<file path="config.mk">
export PLATFORM = sky130hd
export DESIGN_NAME = qqs_queue_sched
export DESIGN_NICKNAME = d
export VERILOG_FILES = /design/src/include/qqs_pkg.sv /design/src/verilog/qqs_desc_mem.sv /design/src/verilog/qqs_cfg_slave.sv /design/src/verilog/qqs_queue_sched.sv
export VERILOG_INCLUDE_DIRS = /design/src /design/src/include
export SDC_FILE = /design/constraint.sdc
export NUM_CORES = 1
export LEC_CHECK = 0
export ABC_CLOCK_PERIOD_IN_PS = 22900
export BUFFER_PORTS_ARGS = -buffer_cell sky130_fd_sc_hd__buf_2
export CELL_PAD_IN_SITES_DETAIL_PLACEMENT = 0
export CELL_PAD_IN_SITES_GLOBAL_PLACEMENT = 1
export CORE_MARGIN = 5
export CORE_UTILIZATION = 32
export DETAILED_ROUTE_END_ITERATION = 12
export PLACE_DENSITY_LB_ADDON = 0.1
export RECOVER_POWER = 50
export SETUP_SLACK_MARGIN = 0.1
export SLEW_MARGIN = 20
export SYNTH_ARGS = -nofsm -noshare
export SYNTH_HDL_FRONTEND = slang
export SYNTH_HIERARCHICAL = 1
export SYNTH_SLANG_ARGS = --single-unit
</file>
<file path="constraint.sdc">
create_clock -name clock -period 22.9 [get_ports clock]
set_input_delay 4.58 -clock clock [delete_from_list [all_inputs] [get_ports clock]]
set_output_delay 4.58 -clock clock [all_outputs]
set_load 0.1 [all_outputs]
</file>
<file path="src/include/qqs_regs.svh">
// Register offsets, reset values and field layouts of the QoS queue block
// What this block does
// - Four egress queues ranked highest, rank two, rank three and lowest.
// - Mode off or first-come-first-served sends packets strictly in arrival order.
// - Strict priority never serves a queue while a higher-ranked queue holds packets.
// - After reset the mode is weighted round robin with weights 8, 4, 2, 1.
// - In round robin a queue's weight sets packets sent before the next queue.
// - A tagged packet picks its queue by looking up its tag priority.
// - A programmable map sends each of eight priorities to any of four queues.
// - Reset map: 0-1 lowest, 2-3 rank three, 4-5 rank two, 6-7 highest.
// - Each port holds a static priority 0 to 7 given to untagged packets.
// - Untagged packets use the same priority-to-queue map as tagged ones.
`ifndef QQS_REGS_SVH
`define QQS_REGS_SVH
`define QQS_MODE_OFS 5'h00
`define QQS_WEIGHT_OFS 5'h04
`define QQS_MAP_OFS 5'h08
`define QQS_PORTPRI_OFS 5'h0C
`define QQS_STATUS_OFS 5'h10
`define QQS_MODE_RST 2'h3
`define QQS_WEIGHT_RST 32'h01020408
`define QQS_MAP_RST 16'h05AF
`define QQS_PORTPRI_RST 3'h0
`define QQS_MAP_FIELD_W 2
`define QQS_WEIGHT_FIELD_W 8
`define QQS_PORTPRI_FIELD_W 3
`define QQS_READ_WAIT 1
`endif

</file>
<file path="src/include/qqs_pkg.sv">
// Types shared by the QoS queue block
package qqs_pkg;
  typedef enum logic [1:0] {QQS_OFF, QQS_FCFS, QQS_STRICT, QQS_WRR} qqs_mode_e;
  typedef logic [1:0] qqs_queue_t;
endpackage : qqs_pkg

</file>
<file path="src/verilog/qqs_desc_mem.sv">
// Descriptor storage for the four queues, registered read
`timescale 1ns/100ps
`default_nettype none
module qqs_desc_mem #(
  parameter int WIDTH = 16,
  parameter int WORDS = 32,
  parameter int AW = $clog2(WORDS)
) (
  input wire logic clock,
  input wire logic rst,
  input wire logic wrEn,
  input wire logic [AW-1:0] wrAddr,
  input wire logic [WIDTH-1:0] wrData,
  input wire logic rdEn,
  input wire logic [AW-1:0] rdAddr,
  output logic [WIDTH-1:0] rdData
);
  logic [WIDTH-1:0] store [WORDS];

  // Array has no reset so it maps onto block memory
  always_ff @(posedge clock)
  begin
    if (wrEn)
      store[wrAddr] <= wrData;
  end

  // Read data held until the next read
  always_ff @(posedge clock)
  begin
    if (rst)
      rdData <= '0;
    else if (rdEn)
      rdData <= store[rdAddr];
  end
endmodule : qqs_desc_mem
`default_nettype wire

</file>
<file path="src/verilog/qqs_cfg_slave.sv">
// Avalon-MM register slave for the QoS queue block
`timescale 1ns/100ps
`default_nettype none
`include "qqs_regs.svh"
module qqs_cfg_slave #(
  parameter int NUM_PORTS = 8
) (
  input wire logic clock,
  input wire logic rst,
  input wire logic [4:0] address,
  input wire logic read,
  input wire logic write,
  input wire logic [3:0] byteenable,
  input wire logic [31:0] writedata,
  output logic [31:0] readdata,
  output logic waitrequest,
  input wire logic [31:0] status,
  output qqs_pkg::qqs_mode_e mode,
  output logic [31:0] weights,
  output logic [15:0] prioMap,
  output logic [3*NUM_PORTS-1:0] portPrio
);
  localparam int PPW = 3 * NUM_PORTS;
  logic ack;
  logic [31:0] curVal;
  logic [31:0] merged;

  // Byte-enable merge of write data into the current value
  function automatic logic [31:0] qqsMerge(input logic [31:0] old, input logic [31:0] wd,
                                           input logic [3:0] be);
    logic [31:0] r;
    r = old;
    for (int b = 0; b < 4; b++)
      if (be[b])
        r[8*b +: 8] = wd[8*b +: 8];
    return r;
  endfunction : qqsMerge

  // One wait state on every access, so read data come from a flop
  assign waitrequest = (read | write) & ~ack;
  always_ff @(posedge clock)
  begin
    if (rst)
      ack <= 1'b0;
    else
      ack <= (read | write) & ~ack;
  end

  // Register select shared by read and write merge; unmapped reads zero
  always_comb
  begin
    case (address)
      `QQS_MODE_OFS: curVal = {30'h0, mode};
      `QQS_WEIGHT_OFS: curVal = weights;
      `QQS_MAP_OFS: curVal = {16'h0, prioMap};
      `QQS_PORTPRI_OFS: curVal = {{(32-PPW){1'b0}}, portPrio};
      `QQS_STATUS_OFS: curVal = status;
      default: curVal = 32'h0;
    endcase
  end
  assign merged = qqsMerge(curVal, writedata, byteenable);

  always_ff @(posedge clock)
  begin
    if (rst)
      readdata <= 32'h0;
    else if (read & ~ack)
      readdata <= curVal;
  end

  // Writes land at the edge where waitrequest is low
  always_ff @(posedge clock)
  begin
    if (rst)
    begin
      mode <= qqs_pkg::qqs_mode_e'(`QQS_MODE_RST);
      weights <= `QQS_WEIGHT_RST;
      prioMap <= `QQS_MAP_RST;
      portPrio <= {NUM_PORTS{`QQS_PORTPRI_RST}};
    end
    else if (write & ack)
    begin
      if (address == `QQS_MODE_OFS)
        mode <= qqs_pkg::qqs_mode_e'(merged[1:0]);
      if (address == `QQS_WEIGHT_OFS)
        weights <= merged;
      if (address == `QQS_MAP_OFS)
        prioMap <= merged[15:0];
      if (address == `QQS_PORTPRI_OFS)
        portPrio <= merged[PPW-1:0];
    end
  end
endmodule : qqs_cfg_slave
`default_nettype wire

</file>
<file path="src/verilog/qqs_queue_sched.sv">
// Four-queue QoS classifier and egress scheduler
`timescale 1ns/100ps
`default_nettype none
`include "qqs_regs.svh"
module qqs_queue_sched #(
  parameter int DATA_W = 16,
  parameter int QDEPTH = 8,
  parameter int NUM_PORTS = 8,
  parameter int PORT_W = 3
) (
  input wire logic clock,
  input wire logic rst,
  input wire logic [4:0] address,
  input wire logic read,
  input wire logic write,
  input wire logic [3:0] byteenable,
  input wire logic [31:0] writedata,
  output logic [31:0] readdata,
  output logic waitrequest,
  input wire logic inValid,
  output logic inReady,
  input wire logic [DATA_W-1:0] inData,
  input wire logic inTagged,
  input wire logic [2:0] inPriority,
  input wire logic [PORT_W-1:0] inPort,
  output logic txValid,
  input wire logic txReady,
  output logic [DATA_W-1:0] txData,
  output logic [1:0] txQueue
);
  localparam int PW = $clog2(QDEPTH);
  localparam int CW = PW + 1;
  localparam int SW = $clog2(4 * QDEPTH) + 1;
  localparam logic [CW-1:0] FULL = CW'(QDEPTH);

  qqs_pkg::qqs_mode_e mode;
  logic [31:0] weights;
  logic [15:0] prioMap;
  logic [3*NUM_PORTS-1:0] portPrio;
  logic [31:0] status;
  logic [CW-1:0] cnt [4];
  logic [PW-1:0] wrPtr [4];
  logic [PW-1:0] rdPtr [4];
  logic [SW-1:0] stamp [4][QDEPTH];
  logic [SW-1:0] stampCnt;
  logic [SW-1:0] headAge [4];
  logic [3:0] nonEmpty;
  logic [3:0] eligible;
  logic [2:0] effPrio;
  qqs_pkg::qqs_queue_t inQueue;
  qqs_pkg::qqs_queue_t pickQ;
  qqs_pkg::qqs_queue_t wrrSel;
  qqs_pkg::qqs_queue_t pendQ;
  logic anyElig;
  logic issue;
  logic enq;
  logic rdPending;
  logic [7:0] wrrCredit;
  logic [7:0] credUse;
  logic [DATA_W-1:0] memRdData;
  logic fcfsOk;

  // Queue for a priority in the two-bit-per-level map
  function automatic qqs_pkg::qqs_queue_t mapLookup(input logic [15:0] map,
                                                    input logic [2:0] prio);
    return map[`QQS_MAP_FIELD_W*prio +: `QQS_MAP_FIELD_W];
  endfunction : mapLookup

  // Static priority of a port; ports beyond the table read as zero
  function automatic logic [2:0] portPrioOf(input logic [3*NUM_PORTS-1:0] pp,
                                            input logic [PORT_W-1:0] port);
    logic [2:0] r;
    r = 3'h0;
    if (int'(port) < NUM_PORTS)
      r = pp[`QQS_PORTPRI_FIELD_W*port +: `QQS_PORTPRI_FIELD_W];
    return r;
  endfunction : portPrioOf

  // Weight byte of one queue
  function automatic logic [7:0] weightOf(input logic [31:0] w,
                                          input qqs_pkg::qqs_queue_t q);
    return w[`QQS_WEIGHT_FIELD_W*q +: `QQS_WEIGHT_FIELD_W];
  endfunction : weightOf

  // Register slave holds mode, weights, map and port priorities
  qqs_cfg_slave #(
    .NUM_PORTS(NUM_PORTS)
  ) cfgSlave (
    .clock(clock),
    .rst(rst),
    .address(address),
    .read(read),
    .write(write),
    .byteenable(byteenable),
    .writedata(writedata),
    .readdata(readdata),
    .waitrequest(waitrequest),
    .status(status),
    .mode(mode),
    .weights(weights),
    .prioMap(prioMap),
    .portPrio(portPrio)
  );

  // Occupancy of each queue, highest rank in the low byte
  assign status = {8'(cnt[3]), 8'(cnt[2]), 8'(cnt[1]), 8'(cnt[0])};

  // Classification: tag priority, else the port's static priority
  assign effPrio = inTagged ? inPriority : portPrioOf(portPrio, inPort);
  assign inQueue = mapLookup(prioMap, effPrio);

  // Back-pressure only when the target queue is full
  assign inReady = cnt[inQueue] != FULL;
  assign enq = inValid & inReady;

  // Per-queue flags and age of each head packet
  always_comb
  begin
    for (int q = 0; q < 4; q++)
    begin
      nonEmpty[q] = cnt[q] != '0;
      eligible[q] = nonEmpty[q] && weightOf(weights, 2'(q)) != 8'h00;
      headAge[q] = stampCnt - stamp[q][rdPtr[q]];
    end
  end

  // Queue choice for the next departure
  always_comb
  begin
    qqs_pkg::qqs_queue_t idx;
    idx = 2'h0;
    pickQ = 2'h0;
    anyElig = 1'b0;
    unique case (mode)
      qqs_pkg::QQS_OFF, qqs_pkg::QQS_FCFS:
      begin
        // Oldest head across all queues keeps arrival order
        for (int q = 0; q < 4; q++)
        begin
          if (nonEmpty[q] && (!anyElig || headAge[q] > headAge[pickQ]))
          begin
            pickQ = 2'(q);
            anyElig = 1'b1;
          end
        end
      end
      qqs_pkg::QQS_STRICT:
      begin
        // Scan downward so the highest-ranked busy queue is kept last
        for (int q = 3; q >= 0; q--)
        begin
          if (nonEmpty[q])
          begin
            pickQ = 2'(q);
            anyElig = 1'b1;
          end
        end
      end
      qqs_pkg::QQS_WRR:
      begin
        // First eligible queue at or after the current turn; empty ones skipped
        for (int k = 3; k >= 0; k--)
        begin
          idx = wrrSel + 2'(k);
          if (eligible[idx])
          begin
            pickQ = idx;
            anyElig = 1'b1;
          end
        end
      end
    endcase
  end

  // One descriptor in flight keeps the output path simple
  assign issue = anyElig & ~rdPending & (~txValid | txReady);

  // Zero credit means the turn is fresh and takes the full weight
  assign credUse = (pickQ == wrrSel && wrrCredit != 8'h00) ? wrrCredit : weightOf(weights, pickQ);

  // Pointers and occupancy; pointer wrap needs a power-of-two depth
  always_ff @(posedge clock)
  begin
    if (rst)
    begin
      for (int q = 0; q < 4; q++)
      begin
        cnt[q] <= '0;
        wrPtr[q] <= '0;
        rdPtr[q] <= '0;
      end
    end
    else
    begin
      for (int q = 0; q < 4; q++)
      begin
        if (enq && inQueue == 2'(q))
          wrPtr[q] <= wrPtr[q] + 1'b1;
        if (issue && pickQ == 2'(q))
          rdPtr[q] <= rdPtr[q] + 1'b1;
        cnt[q] <= cnt[q] + CW'(enq && inQueue == 2'(q)) - CW'(issue && pickQ == 2'(q));
      end
    end
  end

  // Arrival counter; width covers every packet that can be queued at once
  always_ff @(posedge clock)
  begin
    if (rst)
      stampCnt <= '0;
    else if (enq)
      stampCnt <= stampCnt + 1'b1;
  end

  // Arrival stamps beside each queued descriptor
  always_ff @(posedge clock)
  begin
    if (enq)
      stamp[inQueue][wrPtr[inQueue]] <= stampCnt;
  end

  qqs_desc_mem #(
    .WIDTH(DATA_W),
    .WORDS(4 * QDEPTH)
  ) descMem (
    .clock(clock),
    .rst(rst),
    .wrEn(enq),
    .wrAddr({inQueue, wrPtr[inQueue]}),
    .wrData(inData),
    .rdEn(issue),
    .rdAddr({pickQ, rdPtr[pickQ]}),
    .rdData(memRdData)
  );

  // Output register loads one cycle after the memory read
  always_ff @(posedge clock)
  begin
    if (rst)
    begin
      rdPending <= 1'b0;
      pendQ <= 2'h0;
      txValid <= 1'b0;
      txData <= '0;
      txQueue <= 2'h0;
    end
    else
    begin
      rdPending <= issue;
      if (issue)
        pendQ <= pickQ;
      if (rdPending)
      begin
        txValid <= 1'b1;
        txData <= memRdData;
        txQueue <= pendQ;
      end
      else if (txReady)
        txValid <= 1'b0;
    end
  end

  // Round robin turn and credit; cleared outside the mode so entry starts at highest
  always_ff @(posedge clock)
  begin
    if (rst || mode != qqs_pkg::QQS_WRR)
    begin
      wrrSel <= 2'h0;
      wrrCredit <= 8'h00;
    end
    else if (issue)
    begin
      if (credUse <= 8'h01)
      begin
        wrrSel <= pickQ + 2'h1;
        wrrCredit <= 8'h00;
      end
      else
      begin
        wrrSel <= pickQ;
        wrrCredit <= credUse - 8'h01;
      end
    end
  end

  // Helper: no busy queue holds an older head than the one picked
  always_comb
  begin
    fcfsOk = 1'b1;
    for (int q = 0; q < 4; q++)
      if (nonEmpty[q] && headAge[q] > headAge[pickQ])
        fcfsOk = 1'b0;
  end
endmodule : qqs_queue_sched
`default_nettype wire

</file>
* After elaboration in Yosys (flattened, before gate mapping)
Memories as Yosys holds them, arrays and structs flattened. A register that Yosys moved wholly into a read port is not among the register bits.
Index checks and enable logic that the tools add are counted.
** Word-level totals
- Register bits :: 145
- Bits of input ports :: 70
- Logic and storage cells :: 271
- RAM bits :: 744
- Output and inout port bits :: 53
- Memories kept :: 5
** Operators by class
- $lt $le $gt $ge :: 17
- Multiply operators :: 1
- Bitwise operators :: 31
- Eq/ne operators :: 16
- Multiplexer cells :: 115
- Add/subtract/negate cells :: 26
- Reduce and logical (&&, ||, !) cells :: 43
- Shift operators :: 3
** Memories
- descMem.store :: depth 32, width 16, rd ports 1, clocked after Yosys merged registers in 1, wr ports 1, line qqs_desc_mem.sv:18 : logic [WIDTH-1:0] store [WORDS];
- stamp :: depth 4, width 48, rd ports 4, clocked after Yosys merged registers in 0, wr ports 1, line qqs_queue_sched.sv:44 : logic [SW-1:0] stamp [4][QDEPTH];
- cnt :: depth 4, width 4, rd ports 5, clocked after Yosys merged registers in 0, wr ports 4, line qqs_queue_sched.sv:41 : logic [CW-1:0] cnt [4];
- rdPtr :: depth 4, width 3, rd ports 5, clocked after Yosys merged registers in 0, wr ports 4, line qqs_queue_sched.sv:43 : logic [PW-1:0] rdPtr [4];
- wrPtr :: depth 4, width 3, rd ports 5, clocked after Yosys merged registers in 0, wr ports 4, line qqs_queue_sched.sv:42 : logic [PW-1:0] wrPtr [4];
** Operator list (count)
- $pmux 32 s5 :: 1
- $mux 6 :: 15
- $bmux 6 s3 :: 4
- $mux 1 :: 50
- $mux 48 :: 1
- $mux 8 :: 6
- $reduce_bool 8->1 :: 5
- $bmux 6 s2 :: 3
- $shiftx 32x6->8 :: 1
- $mux 2 :: 15
- $mux 3 :: 9
- $add 3x1->3 const B :: 8
- $shiftx 24x6->3 :: 1
- $sub 6x6->6 :: 4
- $ge 4x4->1 const B :: 5
- $not 3->4 :: 5
- $demux 6 s3 :: 1
- $gt 6x6->1 :: 3
- $logic_and 1x1->1 :: 17
- $add 4x1->4 :: 4
- $mux 4 :: 4
- $reduce_bool 4->1 :: 4
- $shiftx 16x5->2 :: 1
- $sub 4x1->4 :: 4
- 31 further kinds :: 81

* Longest topological paths before layout
Gate-level depths: netlist of run 1.
An unclocked memory read counts as a cell.
- Word-level depth :: 39
- Gate-level depth with buffers :: 49

* Cells and area by module
Netlist of run 1, hierarchy kept.
** By module, submodules not included
- qqs_desc_mem :: area each 20533.4 um^2, cells each 1146, instances 1
- qqs_queue_sched :: area each 13775.7 um^2, cells each 1045, instances 1
- qqs_cfg_slave :: area each 5365.1 um^2, cells each 600, instances 1

* Worst setup path after synthesis of run 1
No wires, ideal clock.
- Path type :: input to output
- Start point :: input inPort[0]
- End point :: output inReady
- Path slack :: 10031 ps
- Data arrival time :: 8289 ps
- Stages :: 8
- Path buffers :: 1
- Cells stage by stage :: clkbuf_1 mux4_2 mux2_2 mux2i_4 mux2i_1 mux4_2 a41o_1 o21ai_1
** On the way
- Word-level cells in the longest chain between the ends :: 6
** Ends and longest elaborated chain
- start, declared :: line qqs_queue_sched.sv:25 : input wire logic [PORT_W-1:0] inPort,
- $mul 2x3->5 (no line)
- $shiftx 24x6->3 :: line qqs_queue_sched.sv:75 : r = pp[`QQS_PORTPRI_FIELD_W*port +: `QQS_PORTPRI_FIELD_W];
- $mux 3 :: line qqs_queue_sched.sv:109 : assign effPrio = inTagged ? inPriority : portPrioOf(portPrio, inPort);
- $shiftx 16x5->2 :: line qqs_queue_sched.sv:66 : return map[`QQS_MAP_FIELD_W*prio +: `QQS_MAP_FIELD_W];
- $mem_v2 4x4
- $ne 4x4->1 :: line qqs_queue_sched.sv:113 : assign inReady = cnt[inQueue] != FULL;
- end, declared :: line qqs_queue_sched.sv:21 : output logic inReady,
Every way passes these cells.

* Worst setup path after layout of run 1
- Start point :: register stampCnt[0]
- End point :: register descMem.rdData[12] (read register of descMem.store)
** On the way
- Word-level cells in the longest chain between the ends :: 29
- Elaborated cells on any way between the ends :: 41
** Ends and longest elaborated chain
- start, declared :: line qqs_queue_sched.sv:45 : logic [SW-1:0] stampCnt;
- start signal, assigned :: line qqs_queue_sched.sv:212 : stampCnt <= stampCnt + 1'b1;
- branches (longest 29 deep; another with $sub 6x6->6)
- end, declared :: line qqs_desc_mem.sv:16 : output logic [WIDTH-1:0] rdData
Several ways; the timed one is not identified. The select of a mux whose other input is x is not followed.
A chain may end at the register's enable or synchronous reset.

==> results of run 1 <==
-- final cells by class --
type | count | area [µm²]
Antenna cell | 1 | 2.50
Clock buffer | 134 | 2700
Clock inverter | 47 | 533
Fill cell | 11800 | 78200
Inverter | 60 | 230
Multi-Input combinational cell | 1671 | 13300
Sequential cell | 905 | 25400
Tap cell | 1637 | 2050
Timing Repair Buffer | 189 | 1010
-- state kept, by name, indices dropped and copies added, names as in the netlist --
register	flops
stampCnt	6
txData	16
rdPending	1
wrrCredit	8
descMem/rdData	16
pendQ	2
txQueue	2
cfgSlave/mode	2
descMem/store	512
txValid	1
rdPtr	12
cnt	16
cfgSlave/ack	1
cfgSlave/weights	32
cfgSlave/readdata	32
wrrSel	2
wrPtr	12
cfgSlave/portPrio	24
stamp	192
cfgSlave/prioMap	16
-- synth_stat cells (9+ instances only) --
| library cell | count | share of area, % |
|---|---|---|
| clkbuf_1 | 97 | 0.92 |
| buf_4 | 18 | 0.34 |
| mux2i_1 | 345 | 8.7 |
| or3_1 | 12 | 0.19 |
| nand3b_1 | 107 | 2.0 |
| nand3_1 | 29 | 0.37 |
| a221oi_1 | 19 | 0.42 |
| nor2_1 | 214 | 2.0 |
| mux4_2 | 56 | 3.2 |
| inv_1 | 58 | 0.55 |
| or4_1 | 16 | 0.30 |
| nor2b_1 | 27 | 0.43 |
| nor3_1 | 18 | 0.23 |
| a21oi_1 | 133 | 1.7 |
| buf_6 | 13 | 0.37 |
| a22oi_1 | 136 | 2.6 |
| mux2_2 | 19 | 0.54 |
| xnor2_1 | 26 | 0.57 |
| nand2_1 | 76 | 0.72 |
| edfxtp_1 | 728 | 55 |
| o211ai_1 | 9 | 0.17 |
| buf_2 | 19 | 0.24 |
| o221ai_1 | 31 | 0.68 |
| and3_1 | 12 | 0.19 |
| nand2b_1 | 15 | 0.24 |
| and2_1 | 12 | 0.19 |
| a211oi_1 | 53 | 1.0 |
| o41ai_1 | 20 | 0.44 |
| o21ai_0 | 33 | 0.42 |
| a21o_1 | 18 | 0.34 |
| a311oi_1 | 11 | 0.24 |
| xor2_1 | 16 | 0.35 |
| ha_1 | 70 | 2.2 |
| buf_1 | 25 | 0.24 |
| dfxtp_1 | 177 | 8.9 |
-- worst paths after layout --
| check | cells past startpoint | start | slack (ns) | endpoint |
|---|---|---|---|---|
| worst min register to register | 2 | wrrCredit[6] | 0.49 | wrrCredit[6] |
| worst max register to register | 41 | stampCnt[0] | 9.41 | descMem/rdData[12] |
| worst max-delay path | 41 | stampCnt[0] | 9.41 | descMem/rdData[12] |
| worst min-delay path | 2 | wrrCredit[6] | 0.49 | wrrCredit[6] |
-- power by group through the flow --
stage / registers, W / logic [W] / clock network (W)
floorplan: 0.00200 / 0.00219 / 0
detailed placement: 0.00200 / 0.00310 / 0
finish: 0.00197 / 0.00305 / 0.00160
global route: 0.00198 / 0.00331 / 0.00172
CTS: 0.00197 / 0.00312 / 0.00165
global placement: 0.00200 / 0.00308 / 0
-- metal layers --
metal | up-vias | track usage (%)
li1 | 11100 | -
met1 | 12300 | 24.0
met2 | 507 | 29.6
met3 | 156 | 3.11
met4 | 2 | 4.33
met5 | - | 0
-- stage by stage --
step / power [W] / util, %
6_report: 0.00662 / 36.7
5_1_grt: 0.00701 / 36.7
4_1_cts: 0.00674 / 36.8
3_5_place_dp: 0.00511 / 34.1
3_3_place_gp: 0.00508 / 34.1
2_1_floorplan: 0.00419 / -
-- logic make-up after synthesis --
family,after synthesis,synth area share (%)
buf+inv,234,2.74
compound gates,512,8.99
xor+xnor,43,0.997
other cells,1,0.00945
simple gates,597,8.14
flops,905,64.0
mux,421,12.5
fa+ha+maj,78,2.61
-- critical path, delay by kind of cell, from the launching register on --
kind | cells | cell delay (ns)
flip-flops | 1 | 0.31
AO/OA/AOI/OAI | 17 | 4.51
AND/OR/NAND/NOR | 7 | 1.72
multiplexers | 4 | 0.69
adder cells (fa/ha/maj) | 5 | 1.52
buffers and inverters | 7 | 4.17
XOR/XNOR | 1 | 0.25
==> impl_metrics.tcl, run 1 <==
set metrics [dict create \
    async_flop_share_pct 0 \
    synth_edf_count 728 \
    tns_ns 0 \
    swShare_pct 40.4 \
    maxCapViolCount 15 \
    die_w_um 362 \
    wire_per_inst_um 25.5 \
    relSlewSlack_pct -208 \
    ys.flop_type "edfxtp_1" \
    cts_buffer_depth 3 \
    routabilityCongestion 0.804 \
    rsz0062_at_grt "false" \
    critPathArrivalTime_ns 14.07 \
    peakVddDrop_v 0.000228 \
    max_freq_mhz 74.1 \
    h-tree-depth 3 \
    syn2layout_area_growth_pct 14.1 \
    internal_power_w 0.00395 \
    yosys_warnings 6 \
    min_path_type "reg -> reg" \
    post-place-ws_ns 9.92 \
    drive_gt1_share_pct 12.3 \
    syn_avg_cell_area_um2 14.2 \
    combPwrFrac_pct 46.1 \
    worstSkewPairLatency_ns 0.69 \
    grt_pass1_wl_um 172000 \
    ys_ff_latch 905 \
    dp.cells 4462 \
    core_area_um2 123000 \
    grt_pass1_vias 24400 \
    cts_setup_buffers 0 \
    slowest_delay_ns 1.22 \
    finClkSkew_ns 0.0257 \
    fin_crit_sh_pct 58.9 \
    drc_errors 0 \
    wl_met3_um 4770 \
    netSwitchingPower_w 0.00268 \
    grt_max_degree 127 \
    yosysUniqueCellTypes 81 \
    cts_made_buffers 100 \
    cts-resized-gates 0 \
    vias 24100 \
    fin_crit_ns 13.49 \
    clockPowerShare_pct 24.2 \
    m1WireLength_um 54100 \
    slowest_stage "clkbuf_1" \
    instances_no_fill 4644 \
    start_kind "flip-flop" \
    first_iter_violations 1433 \
    clock_tree.root_cell "clkbuf_16" \
    finalSetupViolations 0 \
    violations "capacitance limit, slew limit" \
    initial_utilization_pct 32.1 \
    top_layer_used "met5" \
    portBuffers 122 \
    antenna_found_initial 5 \
    worstPathRequired_ns 23.48 \
    end_kind "flip-flop" \
    drv_slew 625 \
    clk_pin_slew_ns 0.06 \
    tightestPinTransition_ns 4.61 \
    cp_common_cell "a21o_1" \
    syn_area_um2 39700 \
    antenna_left 0 \
    final_nets 3075 \
    die_area_um2 131000 \
    synthCells 2791 \
    route.met2.wl_um 56900 \
    cts_tree "built" \
    critPathKind "reg -> reg" \
    cts_hold_buf 0 \
    die_y_um 362 \
    seqPwrFrac_pct 29.7 \
    place_area_um2 42100 \
    grtUsageTotal_pct 17.7 \
    cts_sinks 905 \
    fin_hold_ws_ns 0.488 \
    layout_common_cells "728 x edfxtp_1, 344 x mux2i_1, 213 x nor2_1" \
    viasPerCell 5.19 \
    p_leak_nw 15.2 \
    hold_viol 0 \
    final_common_cell "edfxtp_1" \
    pin_count 123 \
    hpwl_um 75700 \
    grt_overflow_total 0 \
    firstDrtPassIters 5 \
    rows 129 \
    p_per_area_nw_per_um2 146 \
    timing.final.ws_setup_ns 9.41 \
    final_area_um2 45300 \
    status "complete, but fails checks" \
    wl_um 119000 \
    worstPathMaxFanout 126 \
    seq_area_frac_synth_pct 64.0 \
]
Power figures use the tool's default switching activity.
==> run 2: changes to the inputs <==
ABC_CLOCK_PERIOD_IN_PS = 11400   (was 22900)
clock period = 11.4 ns   (was 22.9 ns; I/O delays follow)
==> impl_metrics.tcl, run 2 (synthesis results as in run 1) <==
set metrics [dict create \
    cp_common_cell "a21oi_1" \
    die_area_um2 131000 \
    cts_made_buffers 104 \
    p_per_area_nw_per_um2 301 \
    grt_pass1_wl_um 174000 \
    final_nets 3108 \
    hold_viol 0 \
    worstPathMaxFanout 19 \
    drc_errors 0 \
    clk_pin_slew_ns 0.06 \
    worstSetupStartpoint "rdPtr[0][0]" \
    initial_utilization_pct 32.1 \
    timing.rr.start "rdPtr[0][0]" \
    hp-start "descMem/rdData[1]" \
    fin_crit_sh_pct 93.1 \
    antenna_left 0 \
    regMostFlops "descMem/store" \
    cts_buffer_depth 3 \
    syn2layout_area_growth_pct 15.5 \
    slowest_stage "mux2i_2" \
    portBuffers 122 \
    routabilityCongestion 0.827 \
    end_kind "flip-flop" \
    peakVddDrop_v 0.000311 \
    worstSkewPairLatency_ns 0.70 \
    cts_tree "built" \
    p_leak_nw 15.5 \
    die_w_um 362 \
    min_path_type "reg -> reg" \
    grtUsageTotal_pct 18.0 \
    critPathArrivalTime_ns 11.14 \
    grt_max_degree 114 \
    rsz0062_at_grt "false" \
    vias 24300 \
    fin_hold_ws_ns 0.486 \
    rows 129 \
    grt_overflow_total 0 \
    worstPathRequired_ns 11.92 \
    first_iter_violations 1677 \
    tns_ns 0 \
    largest_reg_flops 512 \
    drv_slew 825 \
    antenna_found_initial 5 \
    fin_crit_ns 10.61 \
    pin_count 123 \
    crit_family "compound AO/OA/AOI/OAI gates" \
    crit_buf_inv 5 \
    final_common_cell "edfxtp_1" \
    start_kind "flip-flop" \
    hpwl_um 78600 \
    firstDrtPassIters 5 \
    clock_tree.root_cell "clkbuf_16" \
    finClkSkew_ns 0.0255 \
    relSlewSlack_pct -269 \
    die_y_um 362 \
    core_area_um2 123000 \
    viasPerCell 5.19 \
    status "complete, but fails checks" \
    slowest_delay_ns 0.71 \
    layout_common_cells "728 x edfxtp_1, 342 x mux2i_1, 214 x nor2_1" \
    cts_hold_buf 0 \
    wl_um 121000 \
    critPathKind "reg -> reg" \
    grt_pass1_vias 24600 \
    h-tree-depth 3 \
    drive_gt1_share_pct 13.4 \
    maxCapViolCount 23 \
    tightestPinTransition_ns 5.53 \
    finalSetupViolations 0 \
    violations "capacitance limit, slew limit" \
    max_freq_mhz 94.2 \
    cts_sinks 905 \
    wire_per_inst_um 25.9 \
]
==> run 2: cell types whose count changed in the layout (fill, tap and decap cells not counted), sizes merged <==
| cell | delta |
|---|---|
| clkinv | +13 |
| buf | +23 |
| inv | -3 |
| clkinvlp | -3 |
| bufinv | +4 |
| clkbuf | +5 |
| nor2 | +1 |
==> run 2: repair_timing <==
| action | in CTS | in global routing |
|---|---|---|
| buffers inserted | 0 | 10 |
| resized for setup | 0 | 3 |
| setup endpoints to repair | 0 | 10 |
==> run 2: cell type report <==
type	count	area [µm²]
fill	11800	77700
timing repair buffer	217	1300
sequential	905	25400
multi-input combinational	1672	13300
clock inverter	58	681
antenna	1	2.50
tap	1637	2050
clock buffer	134	2830
inverter	60	230
==> run 2: path summary, 6_finish.rpt <==
path                        endpoint  slack [ns]  depth (start not counted)
setup / recovery  descMem/rdData[10]        0.79                         41
hold / removal     descMem/rdData[1]        0.49                          2
setup reg to reg  descMem/rdData[10]        0.79                         41
hold reg to reg    descMem/rdData[1]        0.49                          2
==> run 2: routing by layer <==
layer	vias up	GRT usage [%]	part of all wire [%]	routed length [µm]
met5	-	0	0.017	21
met4	4	4.98	2.6	3190
met3	158	2.93	4.3	5230
met2	550	30.1	48	58200
met1	12400	24.4	45	54500
li1	11200	-	-	-
==> run 2: worst reg2reg max path: cells and delay by family, from the launching register on <==
| kind | cells | cell delay [ns] |
|---|---|---|
| DFF | 1 | 0.55 |
| xor gates and xnor gates | 1 | 0.14 |
| adders and majority gates | 4 | 1.20 |
| and+or+nand+nor | 10 | 2.32 |
| AOI/OAI and AO/OA | 15 | 3.16 |
| buffers and inverters | 5 | 1.07 |
| muxes | 6 | 2.04 |
==> run 2: stage by stage <==
step / power, W / setup slack (ns) / cell area (µm²) / instances / util, %
detailed placement: 0.0104 / 0.504 / 42400 / 4480 / 34.3
floorplan: 0.00842 / 1.76 / 39700 / 2810 / -
finish: 0.0138 / 0.786 / 45800 / 4684 / 37.1
CTS: 0.0139 / 0.484 / 45900 / 4672 / 37.2
global placement: 0.0104 / 0.580 / 42400 / 4480 / 34.3
global route: 0.0146 / 0.110 / 45800 / 4683 / 37.1
==> run 2: power breakdown <==
group	leakage (nW)	internal [W]	switching, W
Clock	1.71	0.00206	0.00136
Combinational	5.73	0.00247	0.00396
Sequential	8.09	0.00374	0.000200
==> run 3: changes to the inputs <==
ABC_CLOCK_PERIOD_IN_PS = not set   (was 11400)
CORE_UTILIZATION = 47   (was 32)
==> impl_metrics.tcl, run 3 (synthesis results as in run 1) <==
set metrics [dict create \
    grt_pass1_wl_um 159000 \
    final_nets 3072 \
    status "complete, but fails checks" \
    grt_pass1_vias 24300 \
    initial_utilization_pct 47.4 \
    die_y_um 301 \
    slowest_stage "edfxtp_1" \
    finalSetupViolations 0 \
    first_iter_violations 1879 \
    max_freq_mhz 94.0 \
    grt_max_degree 133 \
    syn2layout_area_growth_pct 12.4 \
    final_area_um2 44600 \
    timing.rr.start "rdPtr[1][0]" \
    peakVddDrop_v 0.000515 \
    p_per_area_nw_per_um2 291 \
    clock_tree.root_cell "clkbuf_16" \
    p_leak_nw 15.2 \
    hpwl_um 69200 \
    end_kind "flip-flop" \
    final_common_cell "edfxtp_1" \
    finClkSkew_ns 0.0591 \
    route.met2.wl_um 52100 \
    cts_made_buffers 96 \
    rows 106 \
    cts_sinks 905 \
    worstPathRequired_ns 11.96 \
    core_area_um2 83700 \
    firstDrtPassIters 6 \
    relSlewSlack_pct -80.4 \
    grt_overflow_total 0 \
    largest_reg_flops 512 \
    clk_pin_slew_ns 0.06 \
    min_path_type "reg -> reg" \
    drc_errors 0 \
    critPathKind "reg -> reg" \
    top_layer_used "met5" \
    antenna_found_initial 3 \
    cts_buffer_depth 3 \
    wl_met3_um 5180 \
    rsz0062_at_grt "false" \
    violations "capacitance limit, slew limit" \
    wire_per_inst_um 25.8 \
    h-tree-depth 3 \
    routabilityCongestion 0.877 \
    cp_common_cell "a21o_1" \
    grtUsageTotal_pct 23.2 \
    vias 24300 \
    tns_ns 0 \
    start_kind "flip-flop" \
    fin_hold_ws_ns 0.492 \
    viasPerCell 5.88 \
    die_w_um 301 \
    pin_count 123 \
    fin_crit_ns 10.64 \
    die_area_um2 90300 \
    fin_crit_sh_pct 93.3 \
    cts_hold_buf 0 \
    wl_um 107000 \
    cts_tree "built" \
    m1WireLength_um 47100 \
    drv_slew 747 \
    place_area_um2 41600 \
    hold_viol 0 \
    worstSetupStartpoint "rdPtr[1][0]" \
    portBuffers 122 \
    slowest_delay_ns 0.68 \
    worstSkewPairLatency_ns 0.67 \
    tightestPinTransition_ns 2.67 \
    critPathArrivalTime_ns 11.19 \
    hp-start "txData[5]" \
    regMostFlops "descMem/store" \
    layout_common_cells "728 x edfxtp_1, 344 x mux2i_1, 211 x nor2_1" \
    maxCapViolCount 22 \
    worstPathMaxFanout 57 \
    drive_gt1_share_pct 12.2 \
    antenna_left 0 \
]
-- run 3: changes by cell type in the layout (fill, tap and decap cells not counted), moves of 2 or more --
cell       delta
mux2i_1       +2
clkinv_1      -6
clkinv_2      -8
buf_4        -26
clkbuf_8      +5
clkbuf_1      -2
nor2_4        +3
clkbuf_16     -5
buf_12        -3
nor2_1        -3
bufinv_16    -11
buf_6         +3
-- run 3: path summary, 6_finish.rpt --
kind	endpoint	slack, ns	depth (start not counted)
max	descMem/rdData[9]	0.76	39
min	txData[5]	0.49	2
max reg2reg	descMem/rdData[9]	0.76	39
min reg2reg	txData[5]	0.49	2
-- run 3: what timing repair did --
action                                  in CTS  in global routing
resized for setup                            0                  5
setup buffers                                0                  0
endpoints found under the setup margin       0                 16
-- run 3: where the power goes --
| part | switching, W | internal, W |
|---|---|---|
| sequential | 0.000193 | 0.00373 |
| combinational | 0.00366 | 0.00234 |
| clock | 0.00129 | 0.00177 |
| total | 0.00514 | 0.00785 |
-- run 3: routing by layer --
layer | track usage (%) | vias to the layer above
met1 | 32.2 | 12400
li1 | - | 11100
met3 | 3.50 | 140
met2 | 39.1 | 653
met5 | 0 | -
met4 | 5.19 | 2
-- run 3: area by class of cell --
type                    count  area [µm²]
repair buffers            190        1070
multi-input cells        1671       13300
well taps                1134        1420
inverters                  60         230
diodes                      2        5.00
clock buffers             134        2770
flip-flops and latches    905       25400
clock inverters            36         345
fillers                  6880       39100
-- run 3: critical path: cells and delay by family (launching register included) --
kind | cells | cell delay [ns]
DFF | 1 | 0.68
buffers and inverters | 3 | 1.03
adders and majority gates | 4 | 1.18
xor gates and xnor gates | 1 | 0.18
muxes | 6 | 1.69
AOI/OAI and AO/OA | 17 | 3.88
and+or+nand+nor | 8 | 1.83
-- run 3: per-stage QoR --
step	power (W)	setup slack, ns	instances	util, %
3_5_place_dp	0.0100	0.402	3960	49.7
3_3_place_gp	0.00994	0.492	3960	49.7
5_1_grt	0.0137	0.172	4130	53.3
2_1_floorplan	0.00842	1.76	2810	-
4_1_cts	0.0131	0.319	4130	53.4
6_report	0.0130	0.763	4132	53.3
